==> config.mk <==
export PLATFORM = sky130hd
export DESIGN_NAME = legacy_memory_address_decoder
export DESIGN_NICKNAME = d
export VERILOG_FILES = /design/src/core/legacy_decode_pkg.sv /design/src/core/decode_cfg_if.sv /design/src/core/route_decoder.sv /design/src/core/legacy_memory_address_decoder.sv
export SDC_FILE = /design/constraint.sdc
export NUM_CORES = 1
export LEC_CHECK = 0
export BUFFER_PORTS_ARGS = -buffer_cell sky130_fd_sc_hd__buf_4
export CORE_MARGIN = 8
export CORE_UTILIZATION = 57
export DETAILED_ROUTE_END_ITERATION = 8
export GPL_ROUTABILITY_DRIVEN = 0
export GPL_TIMING_DRIVEN = 0
export PLACE_DENSITY_LB_ADDON = 0.15
export SETUP_SLACK_MARGIN = 0.05
export SLEW_MARGIN = 5
export SYNTH_ARGS = -nofsm -noshare
export SYNTH_HDL_FRONTEND = slang
export SYNTH_SLANG_ARGS = --single-unit
==> constraint.sdc <==
create_clock -name core_clk -period 5.16 [get_ports core_clk]
set_input_delay 1.032 -clock core_clk [delete_from_list [all_inputs] [get_ports core_clk]]
set_output_delay 1.032 -clock core_clk [all_outputs]
set_load 0.005 [all_outputs]
==> src/core/legacy_decode_pkg.sv <==
package legacy_decode_pkg;

	// ---------------------------------------------
	// Widths
	// ---------------------------------------------
	localparam int ADDR_W = 36;
	localparam int APB_AW = 8;

	// ---------------------------------------------
	// Register offsets
	// ---------------------------------------------
	localparam logic [7:0] OFS_BRIDGE_CONTROL = 8'h00;
	localparam logic [7:0] OFS_HUB_CONFIG = 8'h04;
	localparam logic [7:0] OFS_SMM_RAM_CONTROL = 8'h08;
	localparam logic [7:0] OFS_EXT_SMM_CONTROL = 8'h0C;
	localparam logic [7:0] OFS_TOP_LOW_MEMORY = 8'h10;
	localparam logic [7:0] OFS_FIXED_HOLE = 8'h14;
	localparam logic [7:0] OFS_SHADOW_EXPANSION = 8'h18;
	localparam logic [7:0] OFS_SHADOW_BIOS = 8'h1C;
	localparam logic [7:0] OFS_DECODE_STATUS = 8'h20;
	localparam logic [7:0] OFS_DECODE_COUNT = 8'h24;

	// ---------------------------------------------
	// Field positions
	// ---------------------------------------------
	localparam int VGA_EN_LSB = 0;
	localparam int MONO_BIT = 0;
	localparam int DUAL_BIT = 1;
	localparam int SMM_EN_BIT = 0;
	localparam int SMM_OPEN_BIT = 1;
	localparam int TOP_SEGMENT_SMM_EN_BIT = 0;
	localparam int TOP_SEGMENT_SIZE_LSB = 1;
	localparam int HOLE_BIT = 0;
	localparam int EXT_ATTR_LSB = 0;
	localparam int BIOS_ATTR_LSB = 8;
	localparam int ATTR_RD_BIT = 0;
	localparam int ATTR_WR_BIT = 1;

	// ---------------------------------------------
	// Reset values
	// ---------------------------------------------
	localparam logic [2:0] VGA_EN_RST = 3'h0;
	localparam logic [15:0] TOP_LOW_MEMORY_BOUNDARY_RST = 16'h1000;
	localparam logic [15:0] EXP_ATTR_RST = 16'h0000;
	localparam logic [7:0] EXT_ATTR_RST = 8'h00;
	localparam logic [1:0] BIOS_ATTR_RST = 2'h0;
	localparam logic [1:0] TOP_SEGMENT_SIZE_RST = 2'h0;

	// ---------------------------------------------
	// Address map
	// ---------------------------------------------
	localparam logic [ADDR_W-1:0] VIDEO_BASE = 36'h0_000A_0000;
	localparam logic [ADDR_W-1:0] MONO_BASE = 36'h0_000B_0000;
	localparam logic [ADDR_W-1:0] MONO_END = 36'h0_000B_7FFF;
	localparam logic [ADDR_W-1:0] SHADOW_BASE = 36'h0_000C_0000;
	localparam logic [ADDR_W-1:0] EXT_BIOS_BASE = 36'h0_000E_0000;
	localparam logic [ADDR_W-1:0] SYS_BIOS_BASE = 36'h0_000F_0000;
	localparam logic [ADDR_W-1:0] ONE_MB = 36'h0_0010_0000;
	localparam logic [ADDR_W-1:0] HOLE_BASE = 36'h0_00F0_0000;
	localparam logic [ADDR_W-1:0] HOLE_END = 36'h0_00FF_FFFF;
	localparam logic [ADDR_W-1:0] FOUR_GB = 36'h1_0000_0000;
	localparam logic [ADDR_W-1:0] LIMIT_DUAL = 36'h3_FC00_0000;
	localparam logic [ADDR_W-1:0] LIMIT_SINGLE = 36'h1_FE00_0000;
	localparam logic [ADDR_W-1:0] TOP_SEGMENT_SMM_MIN = 36'h0_0002_0000;
	localparam logic [ADDR_W-1:0] IO_END = 36'h0_0001_0003;

	// ---------------------------------------------
	// Types
	// ---------------------------------------------
	typedef enum logic [2:0] {TGT_SYSMEM, TGT_PORT_A, TGT_PORT_B, TGT_PORT_C,
		TGT_PORT_D, TGT_SPECIAL, TGT_ABORT} target_type;
	typedef enum logic [2:0] {SRC_SYSBUS, SRC_HUB_A, SRC_HUB_B, SRC_HUB_C,
		SRC_HUB_D} source_type;

	// ---------------------------------------------
	// Helpers
	// ---------------------------------------------
	function automatic logic in_range(logic [ADDR_W-1:0] a, logic [ADDR_W-1:0] lo, logic [ADDR_W-1:0] hi);
		return (a >= lo) && (a <= hi);
	endfunction : in_range

	function automatic logic mono_io_port(logic [ADDR_W-1:0] a);
		return (a == 36'h3B4) || (a == 36'h3B5) || (a == 36'h3B8) ||
			(a == 36'h3B9) || (a == 36'h3BA) || (a == 36'h3BF);
	endfunction : mono_io_port

	// Attribute pair: read bit and write bit select memory when set
	function automatic logic attr_to_mem(logic [1:0] attr, logic is_write);
		return is_write ? attr[ATTR_WR_BIT] : attr[ATTR_RD_BIT];
	endfunction : attr_to_mem

endpackage : legacy_decode_pkg

==> src/core/decode_cfg_if.sv <==
`timescale 1ns/10ps
interface decode_cfg_if;
	logic [2:0] vga_route_enable;
	logic mono_adapter_to_primary;
	logic dual_channel;
	logic smm_global_enable;
	logic smm_space_open;
	logic top_segment_enable;
	logic [1:0] top_segment_size;
	logic [15:0] top_low_memory_boundary;
	logic isa_hole_enable;
	logic [15:0] expansion_attr;
	logic [7:0] ext_bios_attr;
	logic [1:0] sys_bios_attr;

	modport regs (output vga_route_enable, mono_adapter_to_primary, dual_channel, smm_global_enable,
		smm_space_open, top_segment_enable, top_segment_size, top_low_memory_boundary,
		isa_hole_enable, expansion_attr, ext_bios_attr, sys_bios_attr);
	modport dec (input vga_route_enable, mono_adapter_to_primary, dual_channel, smm_global_enable,
		smm_space_open, top_segment_enable, top_segment_size, top_low_memory_boundary,
		isa_hole_enable, expansion_attr, ext_bios_attr, sys_bios_attr);
endinterface : decode_cfg_if

==> src/core/route_decoder.sv <==
`timescale 1ns/10ps
module route_decoder
	import legacy_decode_pkg::*;
(
	// Configuration
	decode_cfg_if.dec cfg,
	// Request
	input wire logic [legacy_decode_pkg::ADDR_W-1:0] addr,
	input wire logic is_io,
	input wire logic is_write,
	input wire logic smm_code,
	input wire legacy_decode_pkg::source_type source,
	// Result
	output legacy_decode_pkg::target_type target
);

	logic hub;
	logic smm_hit;
	logic [ADDR_W-1:0] top_low_memory_boundary_a;
	logic [ADDR_W-1:0] top_segment_smm_lo;
	logic [ADDR_W-1:0] mem_limit;
	target_type vga_tgt;

	// ---------------------------------------------
	// Address decode
	// ---------------------------------------------
	always_comb begin
		hub = (source != SRC_SYSBUS);
		smm_hit = cfg.smm_global_enable && (cfg.smm_space_open || smm_code);
		top_low_memory_boundary_a = ADDR_W'({cfg.top_low_memory_boundary, 16'h0000});
		top_segment_smm_lo = top_low_memory_boundary_a - (TOP_SEGMENT_SMM_MIN << cfg.top_segment_size);
		mem_limit = cfg.dual_channel ? LIMIT_DUAL : LIMIT_SINGLE;
		// Lowest bridge wins if software breaks the one-bridge limit
		if (cfg.vga_route_enable[0]) begin
			vga_tgt = TGT_PORT_B;
		end else if (cfg.vga_route_enable[1]) begin
			vga_tgt = TGT_PORT_C;
		end else if (cfg.vga_route_enable[2]) begin
			vga_tgt = TGT_PORT_D;
		end else begin
			vga_tgt = TGT_PORT_A;
		end
		target = TGT_PORT_A;
		if (is_io) begin
			if (hub || addr >= IO_END) begin
				target = TGT_ABORT;
			end else if (cfg.mono_adapter_to_primary && mono_io_port(addr)) begin
				target = TGT_PORT_A;
			end else begin
				target = TGT_PORT_A;
			end
		end else if (addr >= mem_limit) begin
			target = TGT_ABORT;
		end else if (addr >= FOUR_GB) begin
			target = TGT_SYSMEM;
		end else if (addr < VIDEO_BASE) begin
			target = TGT_SYSMEM;
		end else if (addr < SHADOW_BASE) begin
			if (hub && cfg.smm_global_enable) begin
				target = TGT_SPECIAL;
			end else if (!hub && smm_hit) begin
				target = TGT_SYSMEM;
			end else if (cfg.mono_adapter_to_primary && in_range(addr, MONO_BASE, MONO_END)) begin
				target = TGT_PORT_A;
			end else begin
				target = vga_tgt;
			end
		end else if (addr < ONE_MB) begin
			if (hub) begin
				target = TGT_SYSMEM;
			end else if (addr < EXT_BIOS_BASE) begin
				target = attr_to_mem(cfg.expansion_attr[{addr[16:14], 1'b0} +: 2], is_write)
					? TGT_SYSMEM : TGT_PORT_A;
			end else if (addr < SYS_BIOS_BASE) begin
				target = attr_to_mem(cfg.ext_bios_attr[{addr[15:14], 1'b0} +: 2], is_write)
					? TGT_SYSMEM : TGT_PORT_A;
			end else begin
				target = attr_to_mem(cfg.sys_bios_attr, is_write) ? TGT_SYSMEM : TGT_PORT_A;
			end
		end else if (cfg.isa_hole_enable && in_range(addr, HOLE_BASE, HOLE_END)) begin
			target = TGT_PORT_A;
		end else if (addr >= top_low_memory_boundary_a) begin
			target = TGT_PORT_A;
		end else if (addr >= top_segment_smm_lo && cfg.smm_global_enable && cfg.top_segment_enable) begin
			if (!hub && smm_hit) begin
				target = TGT_SYSMEM;
			end else begin
				target = TGT_SPECIAL;
			end
		end else begin
			target = TGT_SYSMEM;
		end
	end

endmodule : route_decoder

==> src/core/legacy_memory_address_decoder.sv <==
// Decided for this implementation: the placing of the registers and the APB slave port.
`timescale 1ns/10ps
module legacy_memory_address_decoder
	import legacy_decode_pkg::*;
(
	// Clock and reset
	input wire logic core_clk,
	input wire logic rstn,
	// APB slave
	input wire logic psel,
	input wire logic penable,
	input wire logic pwrite,
	input wire logic [legacy_decode_pkg::APB_AW-1:0] paddr,
	input wire logic [31:0] pwdata,
	output logic [31:0] prdata,
	output logic pready,
	output logic pslverr,
	// Request
	input wire logic req_valid,
	input wire logic [legacy_decode_pkg::ADDR_W-1:0] req_addr,
	input wire logic req_write,
	input wire logic req_io,
	input wire logic req_smm_code,
	input wire legacy_decode_pkg::source_type req_source,
	// Routed result
	output logic route_valid,
	output legacy_decode_pkg::target_type route_target,
	output logic [legacy_decode_pkg::ADDR_W-1:0] route_addr,
	output logic route_write,
	output logic route_read_zero,
	output logic route_write_drop
);

	decode_cfg_if cfg_bus ();

	// ---------------------------------------------
	// Configuration state
	// ---------------------------------------------
	logic [2:0] vga_en_r, vga_en_nxt;
	logic mono_r, mono_nxt;
	logic dual_r, dual_nxt;
	logic smm_en_r, smm_en_nxt;
	logic smm_open_r, smm_open_nxt;
	logic top_segment_smm_en_r, top_segment_smm_en_nxt;
	logic [1:0] top_segment_size_r, top_segment_size_nxt;
	logic [15:0] top_low_memory_boundary_r, top_low_memory_boundary_nxt;
	logic hole_r, hole_nxt;
	logic [15:0] exp_attr_r, exp_attr_nxt;
	logic [7:0] ext_attr_r, ext_attr_nxt;
	logic [1:0] bios_attr_r, bios_attr_nxt;

	// ---------------------------------------------
	// Bus and result state
	// ---------------------------------------------
	logic [31:0] rdata_r, rdata_nxt;
	logic err_r, err_nxt;
	logic valid_r, valid_nxt;
	target_type tgt_r, tgt_nxt;
	logic [ADDR_W-1:0] addr_r, addr_nxt;
	logic wr_r, wr_nxt;
	logic zero_r, zero_nxt;
	logic drop_r, drop_nxt;
	target_type last_r, last_nxt;
	logic [15:0] special_cnt_r, special_cnt_nxt;
	logic [15:0] abort_cnt_r, abort_cnt_nxt;

	logic wr_access;
	logic setup;
	logic mapped;
	target_type dec_target;

	// ---------------------------------------------
	// Decoder
	// ---------------------------------------------
	assign cfg_bus.vga_route_enable = vga_en_r;
	assign cfg_bus.mono_adapter_to_primary = mono_r;
	assign cfg_bus.dual_channel = dual_r;
	assign cfg_bus.smm_global_enable = smm_en_r;
	assign cfg_bus.smm_space_open = smm_open_r;
	assign cfg_bus.top_segment_enable = top_segment_smm_en_r;
	assign cfg_bus.top_segment_size = top_segment_size_r;
	assign cfg_bus.top_low_memory_boundary = top_low_memory_boundary_r;
	assign cfg_bus.isa_hole_enable = hole_r;
	assign cfg_bus.expansion_attr = exp_attr_r;
	assign cfg_bus.ext_bios_attr = ext_attr_r;
	assign cfg_bus.sys_bios_attr = bios_attr_r;

	route_decoder u_dec (
		.cfg(cfg_bus.dec),
		.addr(req_addr),
		.is_io(req_io),
		.is_write(req_write),
		.smm_code(req_smm_code),
		.source(req_source),
		.target(dec_target)
	);

	// ---------------------------------------------
	// APB decode
	// ---------------------------------------------
	// Zero wait states: every access completes in its first access cycle
	assign pready = 1'b1;
	assign prdata = rdata_r;
	assign pslverr = err_r;
	assign setup = psel && !penable;
	assign wr_access = psel && penable && pwrite;

	always_comb begin
		unique case (paddr)
			OFS_BRIDGE_CONTROL, OFS_HUB_CONFIG, OFS_SMM_RAM_CONTROL, OFS_EXT_SMM_CONTROL,
			OFS_TOP_LOW_MEMORY, OFS_FIXED_HOLE, OFS_SHADOW_EXPANSION, OFS_SHADOW_BIOS,
			OFS_DECODE_STATUS, OFS_DECODE_COUNT: begin
				mapped = 1'b1;
			end
			default: begin
				mapped = 1'b0;
			end
		endcase
	end

	// ---------------------------------------------
	// Configuration registers
	// ---------------------------------------------
	always_comb begin
		vga_en_nxt = vga_en_r;
		mono_nxt = mono_r;
		dual_nxt = dual_r;
		smm_en_nxt = smm_en_r;
		smm_open_nxt = smm_open_r;
		top_segment_smm_en_nxt = top_segment_smm_en_r;
		top_segment_size_nxt = top_segment_size_r;
		top_low_memory_boundary_nxt = top_low_memory_boundary_r;
		hole_nxt = hole_r;
		exp_attr_nxt = exp_attr_r;
		ext_attr_nxt = ext_attr_r;
		bios_attr_nxt = bios_attr_r;
		if (wr_access) begin
			unique case (paddr)
				OFS_BRIDGE_CONTROL: begin
					vga_en_nxt = pwdata[VGA_EN_LSB +: 3];
				end
				OFS_HUB_CONFIG: begin
					mono_nxt = pwdata[MONO_BIT];
					dual_nxt = pwdata[DUAL_BIT];
				end
				OFS_SMM_RAM_CONTROL: begin
					smm_en_nxt = pwdata[SMM_EN_BIT];
					smm_open_nxt = pwdata[SMM_OPEN_BIT];
				end
				OFS_EXT_SMM_CONTROL: begin
					top_segment_smm_en_nxt = pwdata[TOP_SEGMENT_SMM_EN_BIT];
					top_segment_size_nxt = pwdata[TOP_SEGMENT_SIZE_LSB +: 2];
				end
				OFS_TOP_LOW_MEMORY: begin
					top_low_memory_boundary_nxt = pwdata[31:16];
				end
				OFS_FIXED_HOLE: begin
					hole_nxt = pwdata[HOLE_BIT];
				end
				OFS_SHADOW_EXPANSION: begin
					exp_attr_nxt = pwdata[15:0];
				end
				OFS_SHADOW_BIOS: begin
					ext_attr_nxt = pwdata[EXT_ATTR_LSB +: 8];
					bios_attr_nxt = pwdata[BIOS_ATTR_LSB +: 2];
				end
				default: begin
				end
			endcase
		end
	end

	always_ff @(posedge core_clk or negedge rstn) begin
		if (!rstn) begin
			vga_en_r <= VGA_EN_RST;
			mono_r <= 1'b0;
			dual_r <= 1'b0;
			smm_en_r <= 1'b0;
			smm_open_r <= 1'b0;
			top_segment_smm_en_r <= 1'b0;
			top_segment_size_r <= TOP_SEGMENT_SIZE_RST;
			top_low_memory_boundary_r <= TOP_LOW_MEMORY_BOUNDARY_RST;
			hole_r <= 1'b0;
			exp_attr_r <= EXP_ATTR_RST;
			ext_attr_r <= EXT_ATTR_RST;
			bios_attr_r <= BIOS_ATTR_RST;
		end else begin
			vga_en_r <= vga_en_nxt;
			mono_r <= mono_nxt;
			dual_r <= dual_nxt;
			smm_en_r <= smm_en_nxt;
			smm_open_r <= smm_open_nxt;
			top_segment_smm_en_r <= top_segment_smm_en_nxt;
			top_segment_size_r <= top_segment_size_nxt;
			top_low_memory_boundary_r <= top_low_memory_boundary_nxt;
			hole_r <= hole_nxt;
			exp_attr_r <= exp_attr_nxt;
			ext_attr_r <= ext_attr_nxt;
			bios_attr_r <= bios_attr_nxt;
		end
	end

	// ---------------------------------------------
	// Read data, captured in the setup cycle
	// ---------------------------------------------
	always_comb begin
		rdata_nxt = rdata_r;
		err_nxt = 1'b0;
		if (setup) begin
			err_nxt = !mapped;
			rdata_nxt = 32'h0000_0000;
			unique case (paddr)
				OFS_BRIDGE_CONTROL: rdata_nxt[VGA_EN_LSB +: 3] = vga_en_r;
				OFS_HUB_CONFIG: begin
					rdata_nxt[MONO_BIT] = mono_r;
					rdata_nxt[DUAL_BIT] = dual_r;
				end
				OFS_SMM_RAM_CONTROL: begin
					rdata_nxt[SMM_EN_BIT] = smm_en_r;
					rdata_nxt[SMM_OPEN_BIT] = smm_open_r;
				end
				OFS_EXT_SMM_CONTROL: begin
					rdata_nxt[TOP_SEGMENT_SMM_EN_BIT] = top_segment_smm_en_r;
					rdata_nxt[TOP_SEGMENT_SIZE_LSB +: 2] = top_segment_size_r;
				end
				OFS_TOP_LOW_MEMORY: rdata_nxt[31:16] = top_low_memory_boundary_r;
				OFS_FIXED_HOLE: rdata_nxt[HOLE_BIT] = hole_r;
				OFS_SHADOW_EXPANSION: rdata_nxt[15:0] = exp_attr_r;
				OFS_SHADOW_BIOS: begin
					rdata_nxt[EXT_ATTR_LSB +: 8] = ext_attr_r;
					rdata_nxt[BIOS_ATTR_LSB +: 2] = bios_attr_r;
				end
				OFS_DECODE_STATUS: rdata_nxt[2:0] = last_r;
				OFS_DECODE_COUNT: rdata_nxt = {abort_cnt_r, special_cnt_r};
				default: begin
				end
			endcase
		end
	end

	always_ff @(posedge core_clk or negedge rstn) begin
		if (!rstn) begin
			rdata_r <= 32'h0000_0000;
			err_r <= 1'b0;
		end else begin
			rdata_r <= rdata_nxt;
			err_r <= err_nxt;
		end
	end

	// ---------------------------------------------
	// Routed result, one cycle after the request
	// ---------------------------------------------
	always_comb begin
		valid_nxt = req_valid;
		tgt_nxt = req_valid ? dec_target : tgt_r;
		addr_nxt = req_valid ? req_addr : addr_r;
		wr_nxt = req_valid ? req_write : wr_r;
		zero_nxt = req_valid && dec_target == TGT_SPECIAL && !req_write;
		drop_nxt = req_valid && dec_target == TGT_SPECIAL && req_write;
		last_nxt = req_valid ? dec_target : last_r;
		special_cnt_nxt = special_cnt_r;
		abort_cnt_nxt = abort_cnt_r;
		// Clearing write first, so an event in the same cycle still counts
		if (wr_access && paddr == OFS_DECODE_COUNT) begin
			special_cnt_nxt = 16'h0000;
			abort_cnt_nxt = 16'h0000;
		end
		// Counters saturate rather than wrap to keep them meaningful
		if (req_valid && dec_target == TGT_SPECIAL && special_cnt_nxt != 16'hFFFF) begin
			special_cnt_nxt = special_cnt_nxt + 16'h0001;
		end
		if (req_valid && dec_target == TGT_ABORT && abort_cnt_nxt != 16'hFFFF) begin
			abort_cnt_nxt = abort_cnt_nxt + 16'h0001;
		end
	end

	always_ff @(posedge core_clk or negedge rstn) begin
		if (!rstn) begin
			valid_r <= 1'b0;
			tgt_r <= TGT_PORT_A;
			addr_r <= '0;
			wr_r <= 1'b0;
			zero_r <= 1'b0;
			drop_r <= 1'b0;
			last_r <= TGT_PORT_A;
			special_cnt_r <= 16'h0000;
			abort_cnt_r <= 16'h0000;
		end else begin
			valid_r <= valid_nxt;
			tgt_r <= tgt_nxt;
			addr_r <= addr_nxt;
			wr_r <= wr_nxt;
			zero_r <= zero_nxt;
			drop_r <= drop_nxt;
			last_r <= last_nxt;
			special_cnt_r <= special_cnt_nxt;
			abort_cnt_r <= abort_cnt_nxt;
		end
	end

	assign route_valid = valid_r;
	assign route_target = tgt_r;
	assign route_addr = addr_r;
	assign route_write = wr_r;
	assign route_read_zero = zero_r;
	assign route_write_drop = drop_r;

endmodule : legacy_memory_address_decoder

==> results of run 1 <==
[area by class of cell]
cell class,count,area [um^2]
Multi-Input combinational cell,642,4810
Fill cell,1231,4540
Sequential cell,161,4030
Timing Repair Buffer,159,1220
Clock buffer,22,474
Tap cell,216,270
Buffer,45,224
Inverter,28,105
Clock inverter,10,97.6
[worst max-delay path: stages (launching register included)]
cell,delay [ns]
dfrtp_1,0.43
or2_2,0.31
ha_1,0.32
nor2_2,0.13
nor2b_1,0.06
o21a_1,0.19
o21ai_2,0.18
nand2_1,0.16
or2_2,0.34
nor4_1,0.23
xnor2_1,0.14
ha_1,0.31
nand4_1,0.14
nor4_2,0.27
o41ai_1,0.18
nand3_1,0.19
nor4b_4,0.27
o21bai_2,0.17
buf_2,0.23
or3_1,0.35
a21oi_1,0.15
[logic make-up after synthesis]
| group | Yosys count | synth area share [%] |
|---|---|---|
| mux | 122 | 15.6 |
| buf+inv | 73 | 3.60 |
| flops | 161 | 44.2 |
| other cells | 1 | 0.0411 |
| xor+xnor | 18 | 1.73 |
| fa+ha+maj | 45 | 6.17 |
| compound gates | 142 | 10.4 |
| simple gates | 314 | 18.3 |
[metal layers]
layer	routed length (um)	vias up	global-route usage [%]	part of all wire, %
li1	-	3595	-	-
met1	10900	3836	34.4	41
met2	12600	393	42.7	48
met3	1990	63	5.64	7.6
met4	821	0	10.7	3.1
met5	0	-	0	0
[power breakdown]
group / switching, uW / internal (uW)
registers: 61.2 / 1340
logic: 270 / 258
clock network: 537 / 707
total: 868 / 2310
[state kept, by name, summed over array words and instances, names as in the netlist]
register and flops:
abort_cnt_r 16, bios_attr_r 2, cfg_bus.dual_channel 1, cfg_bus.expansion_attr 16
cfg_bus.ext_bios_attr 8, cfg_bus.isa_hole_enable 1, cfg_bus.mono_adapter_to_primary 1, cfg_bus.smm_global_enable 1
cfg_bus.smm_space_open 1, cfg_bus.top_low_memory_boundary 16, cfg_bus.top_segment_enable 1, cfg_bus.top_segment_size 2
cfg_bus.vga_route_enable 3, last_r 3, prdata 32, pslverr 1
route_addr 36, route_read_zero 1, route_valid 1, route_write 1
route_write_drop 1, special_cnt_r 16
[per-stage QoR]
step / TNS, ns / total power, uW
after floorplan: 0 / 1680
after global placement: 0 / 1930
after detailed placement: -0.345 / 1950
after CTS: 0 / 3190
after global routing: 0 / 3310
final: 0 / 3180
[synth_stat cells, types with 6 or more instances]
library cell / instances / area (um^2)
nor2b_1: 6 / 37.5
and2_1: 6 / 37.5
nand2_1: 57 / 214
nor3_1: 6 / 30.0
or4_1: 6 / 45.0
nor4_1: 15 / 93.8
o21ai_0: 27 / 135
nand4_1: 35 / 219
mux4_2: 7 / 158
a31oi_1: 7 / 43.8
nand3_1: 30 / 150
xnor2_1: 13 / 114
ha_1: 45 / 563
or3_1: 10 / 62.6
a21oi_1: 38 / 190
nand2b_1: 11 / 68.8
a221oi_1: 23 / 201
clkbuf_1: 29 / 109
a21o_1: 9 / 67.6
mux2i_1: 23 / 230
nor2_1: 88 / 330
dfrtp_1: 159 / 3980
mux2_2: 91 / 1020
inv_1: 28 / 105
and3_1: 16 / 100
[final timing paths]
| path | cells past startpoint | slack [ns] | to |
|---|---|---|---|
| hold reg to reg | 1 | 0.50 | route_addr[10]$_DFFE_PN0P_ |
| max in group asynchronous | 2 | 3.78 | last_r[0]$_DFFE_PN1P_ |
| min in group asynchronous | 1 | 0.55 | route_addr[27]$_DFFE_PN0P_ |
| hold / removal | 1 | 0.50 | route_addr[10]$_DFFE_PN0P_ |
| setup / recovery | 20 | 0.34 | abort_cnt_r[14]$_DFF_PN0_ |
| setup reg to reg | 20 | 0.34 | abort_cnt_r[14]$_DFF_PN0_ |
[layout by cell type, fill, tap and decap left out, drive strengths merged, types with 9 or more instances in the layout]
master    n
buf     175
dfrtp   159
mux2     92
nor2     89
nand2    58
clkbuf   51
ha       45
a21oi    38
nand4    36
nand3    32
inv      32
o21ai    29
mux2i    23
a221oi   23
and3     16
nor4     16
xnor2    13
nand2b   11
or3      10
a21o      9
[repair_timing]
item	in CTS	in global routing
pin swaps	0	1
gates resized for setup	2	6
endpoints found under the setup margin	26	35
hold endpoints to repair	0	0
==> flow_metrics.tcl, run 1 <==
set metrics [dict create \
    drt_iter0_drc 830 \
    period_needed_ns 4.82 \
    die_w_um 143 \
    synth-async-reset-ratio_pct 100 \
    cellLeakagePower_uw 0.00523 \
    grt-ovfl-total 0 \
    root_buffer "clkbuf_16" \
    path_max_fanout 10 \
    critPathCaptureType "flip-flop" \
    crit_required_ns 5.51 \
    wl_mm 26.3 \
    peakVddDrop_mv 0.259 \
    ys_warn_count 0 \
    grt_pass1_wl_mm 42.3 \
    drive_above_1_share_pct 30.2 \
    cts_inserted_buffers 17 \
    cp-start-kind "flip-flop" \
    placed_area_um2 10600 \
    final.setup.worst_slack_ns 0.339 \
    final_nets 1187 \
    ys_seq_area_share_pct 44.2 \
    post-route-period-util_pct 93.4 \
    clk_pin_slew_worst_paths_ns 0.06 \
    postCtsHoldBufs 0 \
    drcViolationCount 0 \
    synth_edf_count 0 \
    synth_nets 1009 \
    track_usage_pct 26.6 \
    post_cts_buffers 0 \
    path_class "reg -> reg" \
    arrival_ns 5.17 \
    yosysUniqueCellTypes 72 \
    r2r-start "cfg_bus.top_segment_size[1]$_DFFE_PN0P_" \
    port-buffer-count 158 \
    wl_per_cell_um 20.5 \
    syn-cell-area_um2 9130 \
    timing_hold_violations_final 0 \
    clock_latency_ns 0.44 \
    grt_pass1_vias 8041 \
    placedCellCount 1251 \
    dr.pass1.iters 5 \
    cap_violations 0 \
    pre_cts_ws_ns -0.0504 \
    slew_violations 0 \
    utilization_pct 71.2 \
    synthCells 876 \
    fin_skew_ns 0.00808 \
    cts_buffer_depth 2 \
    ios 165 \
    final_cells 1283 \
    hp-start "route_addr[10]$_DFFE_PN0P_" \
    num_rows 46 \
    finalSetupViolations 0 \
    status "completed" \
    rsz0062_at_grt "no" \
    timing.slew.headroom_pct 29.0 \
    start_util_pct 57.9 \
    die_area_um2 20300 \
    grt_max_degree 87 \
    ys_ff_latch 161 \
    antenna_found_initial 0 \
    dp_hpwl_mm 19.9 \
    via_per_inst 6.15 \
    cts_tree "built" \
    die_y_um 143 \
    max_freq_ghz 0.207 \
    cts_max_level 4 \
    vias 7887 \
    crit_path_start "cfg_bus.top_segment_size[1]$_DFFE_PN0P_" \
    hold_class "reg -> reg" \
    coreArea_um2 15800 \
    worst_pin_slew_ns 1.06 \
    hold_ws_ns 0.505 \
    power_density_nw_per_um2 283 \
    syn_avg_cell_area_um2 10.4 \
    design_area_um2 11200 \
    n_antenna_cell 0 \
    drtAntennaViolNets 0 \
    synth_top_flop_cell "dfrtp_1" \
    syn2layout_area_growth_pct 23.1 \
    cts_sinks 161 \
]
Note: power is estimated with default switching activity, not from simulation.
==> inputs of run 2 (changes only) <==
--- a/config.mk
+++ b/config.mk
@@ -7,7 +7,7 @@
 export LEC_CHECK = 0
 export BUFFER_PORTS_ARGS = -buffer_cell sky130_fd_sc_hd__buf_4
 export CORE_MARGIN = 8
-export CORE_UTILIZATION = 57
+export CORE_UTILIZATION = 28
 export DETAILED_ROUTE_END_ITERATION = 8
 export GPL_ROUTABILITY_DRIVEN = 0
 export GPL_TIMING_DRIVEN = 0
==> run 2 against run 1 <==
Against the previous run: first-iteration DRC count shrank 41%; clock skew is 0.0033 ns higher; via count fell by 3.7%; cell count is 18% higher; register-to-register slack improved by 0.17 ns; sequential power about the same; critical path type unchanged; fmax grew 3.7%; highest routed layer is now met5; critical path depth unchanged; clock power is 7% higher; flip-flop and latch count unchanged; final area up 2.9%; non-clock buffer count unchanged.
==> flow_metrics.tcl, run 2 (same netlist as run 1, synthesis figures left out) <==
set metrics [dict create \
    status "completed" \
    dp_hpwl_mm 24.0 \
    slew_violations 0 \
    final_cell_mix "buf_4 (159), dfrtp_1 (157), mux2_2 (91), nor2_1 (87), nand2_1 (57)" \
    cellLeakagePower_uw 0.00525 \
    period_needed_ns 4.65 \
    die_w_um 197 \
    worst_pin_slew_ns 1.05 \
    crit_required_ns 5.52 \
    utilization_pct 35.8 \
    critPathCaptureType "flip-flop" \
    grt_max_degree 92 \
    largest_reg_flops 36 \
    cp_top_family "simple AND/OR/NAND/NOR gates" \
    peakVddDrop_mv 0.216 \
    via_per_inst 5.03 \
    postCtsHoldBufs 0 \
    arrival_ns 5.01 \
    vias 7596 \
    n_antenna_cell 0 \
    cap_violations 0 \
    p_total_uw 3280 \
    port-buffer-count 158 \
    cp.buffers_inverters 1 \
    post-route-period-util_pct 90.1 \
    wl_per_cell_um 20.4 \
    syn2layout_area_growth_pct 26.6 \
    grt_pass1_wl_mm 47.7 \
    internal_power_uw 2340 \
    grt_pass1_vias 7725 \
    path_max_fanout 10 \
    fin_skew_ns 0.0114 \
    num_rows 66 \
    max_stage_delay_ns 0.47 \
    antenna_found_initial 2 \
    p_seq_share_pct 43.0 \
    cts_sinks 161 \
    grt-ovfl-total 0 \
    cts_buffer_depth 2 \
    finalSetupViolations 0 \
    die_y_um 197 \
    cts_tree "built" \
    drive_above_1_share_pct 30.6 \
    p_switching_uw 942 \
    clock_latency_ns 0.44 \
    drt_iter0_drc 490 \
    rsz0062_at_grt "no" \
    start_util_pct 28.3 \
    combPwrFrac_pct 16.4 \
    power_density_nw_per_um2 284 \
    ios 165 \
    clockPowerShare_pct 40.6 \
    track_usage_pct 16.1 \
    post_cts_buffers 0 \
    hold_class "reg -> reg" \
    timing_hold_violations_final 0 \
    coreArea_um2 32300 \
    path_cells "or2_2 -> ha_1 -> nor2_2 -> nor2b_1 -> o21a_1 -> o21ai_2 -> nand2_1 -> or2_2 -> nor4_2 -> xnor2_1 -> ha_1 -> nand4_1 -> nor4_2 -> o41ai_1 -> nand3_1 -> nor4b_4 -> o21bai_2 -> buf_2 -> or3_1 -> a21oi_1" \
    wl_mm 30.8 \
    max_freq_ghz 0.215 \
    layout_commonest_cell "buf_4" \
    path_class "reg -> reg" \
    swShare_pct 28.7 \
    timing.slew.headroom_pct 29.3 \
    drcViolationCount 0 \
    cts_max_level 4 \
    drtAntennaViolNets 0 \
    clk_pin_slew_worst_paths_ns 0.07 \
    cp-start-kind "flip-flop" \
    cts_inserted_buffers 17 \
    die_area_um2 38600 \
    root_buffer "clkbuf_16" \
    final_nets 1187 \
    dr.pass1.iters 6 \
    crit_slowest_cell "dfrtp_2" \
]
[run 2: what timing repair did]
action,CTS,global route
pin swaps,0,1
resized for setup,4,8
endpoints found under the setup margin,20,35
[run 2: tightest hold or removal path, stage by stage, from the launching register on]
cell	delay (ns)
dfrtp_1	0.35
nand2_1	0.04
o21ai_0	0.06
[run 2: path summary, 6_finish.rpt]
check	cells after the start	startpoint	to	slack [ns]
max	20	cfg_bus.top_segment_size[1]$_DFFE_PN0P_	abort_cnt_r[15]$_DFF_PN0_	0.51
min	2	prdata[9]$_DFFE_PN0P_	prdata[9]$_DFFE_PN0P_	0.49
max reg2reg	20	cfg_bus.top_segment_size[1]$_DFFE_PN0P_	abort_cnt_r[15]$_DFF_PN0_	0.51
min reg2reg	2	prdata[9]$_DFFE_PN0P_	prdata[9]$_DFFE_PN0P_	0.49
max in group asynchronous	2	rstn	cfg_bus.top_low_memory_boundary[12]$_DFFE_PN1P_	3.73
min in group asynchronous	1	rstn	route_addr[15]$_DFFE_PN0P_	0.55
[run 2: area by class of cell]
cell class	instances	area [um^2]
well taps	442	553
repair buffers	159	1220
inverters	28	105
clock buffers	18	429
flip-flops and latches	161	4030
clock inverters	14	170
plain buffers	45	224
multi-input cells	642	4820
fillers	3342	20700
[run 2: power by group through the flow]
stage	combinational, uW	sequential [uW]	clock, uW
CTS	546	1410	1370
global placement	533	1430	0
detailed placement	543	1430	0
global route	600	1420	1430
finish	539	1410	1330
floorplan	266	1420	0
[run 2: metrics by stage]
stage	setup TNS [ns]	cell area [um^2]	setup slack, ns	hold slack [ns]	std cells
finish	0	11600	0.510	0.489	1509
global route	0	11600	0.0887	0.518	1509
global placement	-0.318	10900	-0.0465	0.480	1476
detailed placement	-0.0152	10900	-0.0106	0.475	1477
CTS	0	11500	0.110	0.494	1509
floorplan	0	9130	0.936	0.473	876
[run 2: metal layers]
metal,vias to the layer above,wire (um),global-route usage (%)
met4,2,345,3.90
met2,174,14100,25.2
li1,3596,-,-
met1,3802,14900,22.6
met5,-,13,0
met3,22,1370,3.33
==> inputs of run 3 (changes only) <==
--- a/config.mk
+++ b/config.mk
@@ -12,6 +12,7 @@
 export GPL_ROUTABILITY_DRIVEN = 0
 export GPL_TIMING_DRIVEN = 0
 export PLACE_DENSITY_LB_ADDON = 0.15
+export RECOVER_POWER = 50
 export SETUP_SLACK_MARGIN = 0.05
 export SLEW_MARGIN = 5
 export SYNTH_ARGS = -nofsm -noshare
==> run 3 against run 2 <==
Against the previous run: the flow now finishes with violations (capacitance limit, slew limit); worst setup slack about the same; via count down 0.18%; register-to-register slack about the same; flip-flop and latch count unchanged; count of clock-buffer cells in the layout unchanged; largest cell class unchanged.
==> flow_metrics.tcl, run 3 (same netlist as run 1, synthesis figures left out) <==
set metrics [dict create \
    dr.pass1.iters 5 \
    violations "capacitance limit, slew limit" \
    die_y_um 197 \
    rsz0062_at_grt "no" \
    ios 165 \
    setup_tns_ns 0 \
    crit_slowest_cell "dfrtp_2" \
    ff_latch_area_um2 4030 \
    cellLeakagePower_uw 0.00522 \
    r2r_setup_slack_ns 0.51 \
    layout_commonest_cell "dfrtp_1" \
    placed_area_um2 10900 \
    cts_sinks 161 \
    cts_buffer_depth 2 \
    cts_max_level 4 \
    critPathCaptureType "flip-flop" \
    root_buffer "clkbuf_16" \
    pre_cts_ws_ns -0.0106 \
    clock_latency_ns 0.44 \
    largest_reg_flops 36 \
    reg2reg_depth 20 \
    postCtsHoldBufs 0 \
    final.setup.worst_slack_ns 0.510 \
    die_w_um 197 \
    cp-start-kind "flip-flop" \
    utilization_pct 35.7 \
    final_nets 1187 \
    path_class "reg -> reg" \
    fin_skew_ns 0.0108 \
    status "finished with violations" \
    grt-ovfl-total 0 \
    power_density_nw_per_um2 284 \
    hold_class "reg -> reg" \
    start_util_pct 28.3 \
    die_area_um2 38600 \
    n_antenna_cell 0 \
    max_freq_ghz 0.215 \
    drtAntennaViolNets 0 \
    timing_hold_violations_final 0 \
    period_needed_ns 4.65 \
    hp-start "prdata[9]$_DFFE_PN0P_" \
    drive_above_1_share_pct 30.0 \
    port-buffer-count 158 \
    multi_input_area_um2 4820 \
    final_cell_mix "dfrtp_1 (157), buf_4 (147), mux2_2 (91), nor2_1 (87), nand2_1 (57)" \
    arrival_ns 5.01 \
    wl_per_cell_um 20.4 \
    cts_inserted_buffers 17 \
    dp_hpwl_mm 24.0 \
    vias 7582 \
    coreArea_um2 32300 \
    p_total_uw 3280 \
    cap_violations 1 \
    post_cts_buffers 0 \
    clk_pin_slew_worst_paths_ns 0.07 \
    peakVddDrop_mv 0.215 \
    track_usage_pct 16.1 \
    worst_pin_slew_ns 3.62 \
    slew_violations 71 \
    hold_depth 2 \
    timing.slew.headroom_pct -141 \
    num_rows 66 \
    r2r-start "cfg_bus.top_segment_size[1]$_DFFE_PN0P_" \
    drcViolationCount 0 \
    wl_mm 30.7 \
    cts_tree "built" \
    drt_iter0_drc 475 \
    path_max_fanout 10 \
    syn2layout_area_growth_pct 26.3 \
    post-route-period-util_pct 90.1 \
    grt_pass1_wl_mm 47.7 \
    crit_required_ns 5.52 \
    n_fill_cell 3346 \
    max_stage_delay_ns 0.47 \
    grt_max_degree 92 \
    path_cells "or2_2 -> ha_1 -> nor2_2 -> nor2b_1 -> o21a_1 -> o21ai_2 -> nand2_1 -> or2_2 -> nor4_2 -> xnor2_1 -> ha_1 -> nand4_1 -> nor4_2 -> o41ai_1 -> nand3_1 -> nor4b_4 -> o21bai_2 -> buf_2 -> or3_1 -> a21oi_1" \
    grt_pass1_vias 7725 \
    holdPathEnd "prdata[9]$_DFFE_PN0P_" \
    timing.rr.end "abort_cnt_r[15]$_DFF_PN0_" \
    design_area_um2 11500 \
    via_per_inst 5.02 \
    finalSetupViolations 0 \
    antenna_found_initial 2 \
]
## run 3: layer usage
layer  global-route usage [%]  wire (um)
met4                     3.90        371
met2                     25.2      14100
met1                     22.6      14800
met3                     3.33       1550
met5                        0         13
## run 3: worst max-delay path: cells and delay by family, from the launching register on
family          cells  cell delay, ns
compound gates      5            0.80
xor+xnor            1            0.13
fa+ha+maj           2            0.65
buf+inv             1            0.22
flops               1            0.47
simple gates       11            2.31
## run 3: cell type report
class                      count  area share (%)
buffer                        45            1.94
clock buffer                  18            3.72
tap                          442            4.80
clock inverter                14            1.48
multi-input combinational    642            41.8
inverter                      28           0.911
timing repair buffer         159            10.4
sequential                   161            35.0
## run 3: through the flow
stage          std cells  hold slack [ns]
2_1_floorplan        876            0.473
4_1_cts             1509            0.494
6_report            1509            0.489
3_3_place_gp        1476            0.480
3_5_place_dp        1477            0.475
5_1_grt             1509            0.518
## run 3: how the worst max path moves through the flow
| stage | from | endpoint | slack, ns |
|---|---|---|---|
| 6_report | cfg_bus.top_segment_size[1]$_DFFE_PN0P_ | abort_cnt_r[15]$_DFF_PN0_ | 0.51 |
| 5_1_grt | cfg_bus.top_segment_size[1]$_DFFE_PN0P_ | abort_cnt_r[6]$_DFF_PN0_ | 0.09 |
| 4_1_cts | cfg_bus.top_segment_size[1]$_DFFE_PN0P_ | abort_cnt_r[15]$_DFF_PN0_ | 0.11 |
| 3_5_place_dp | cfg_bus.top_segment_size[1]$_DFFE_PN0P_ | route_read_zero$_DFF_PN0_ | -0.01 |
| 3_3_place_gp | cfg_bus.top_segment_size[1]$_DFFE_PN0P_ | route_read_zero$_DFF_PN0_ | -0.05 |
| 2_1_floorplan | cfg_bus.top_segment_size[1]$_DFFE_PN0P_ | abort_cnt_r[10]$_DFF_PN0_ | 0.94 |
## run 3: timing repair
item | CTS | global route
resized for setup | 4 | 8
pin swaps | 0 | 1
endpoints found under the setup margin | 20 | 35
## run 3: report_power, final
group          total (uW)  leakage [uW]  internal (uW)  switching (uW)
clock                1330      0.000294            734             596
combinational         537       0.00286            256             281
sequential           1410       0.00207           1340            65.5
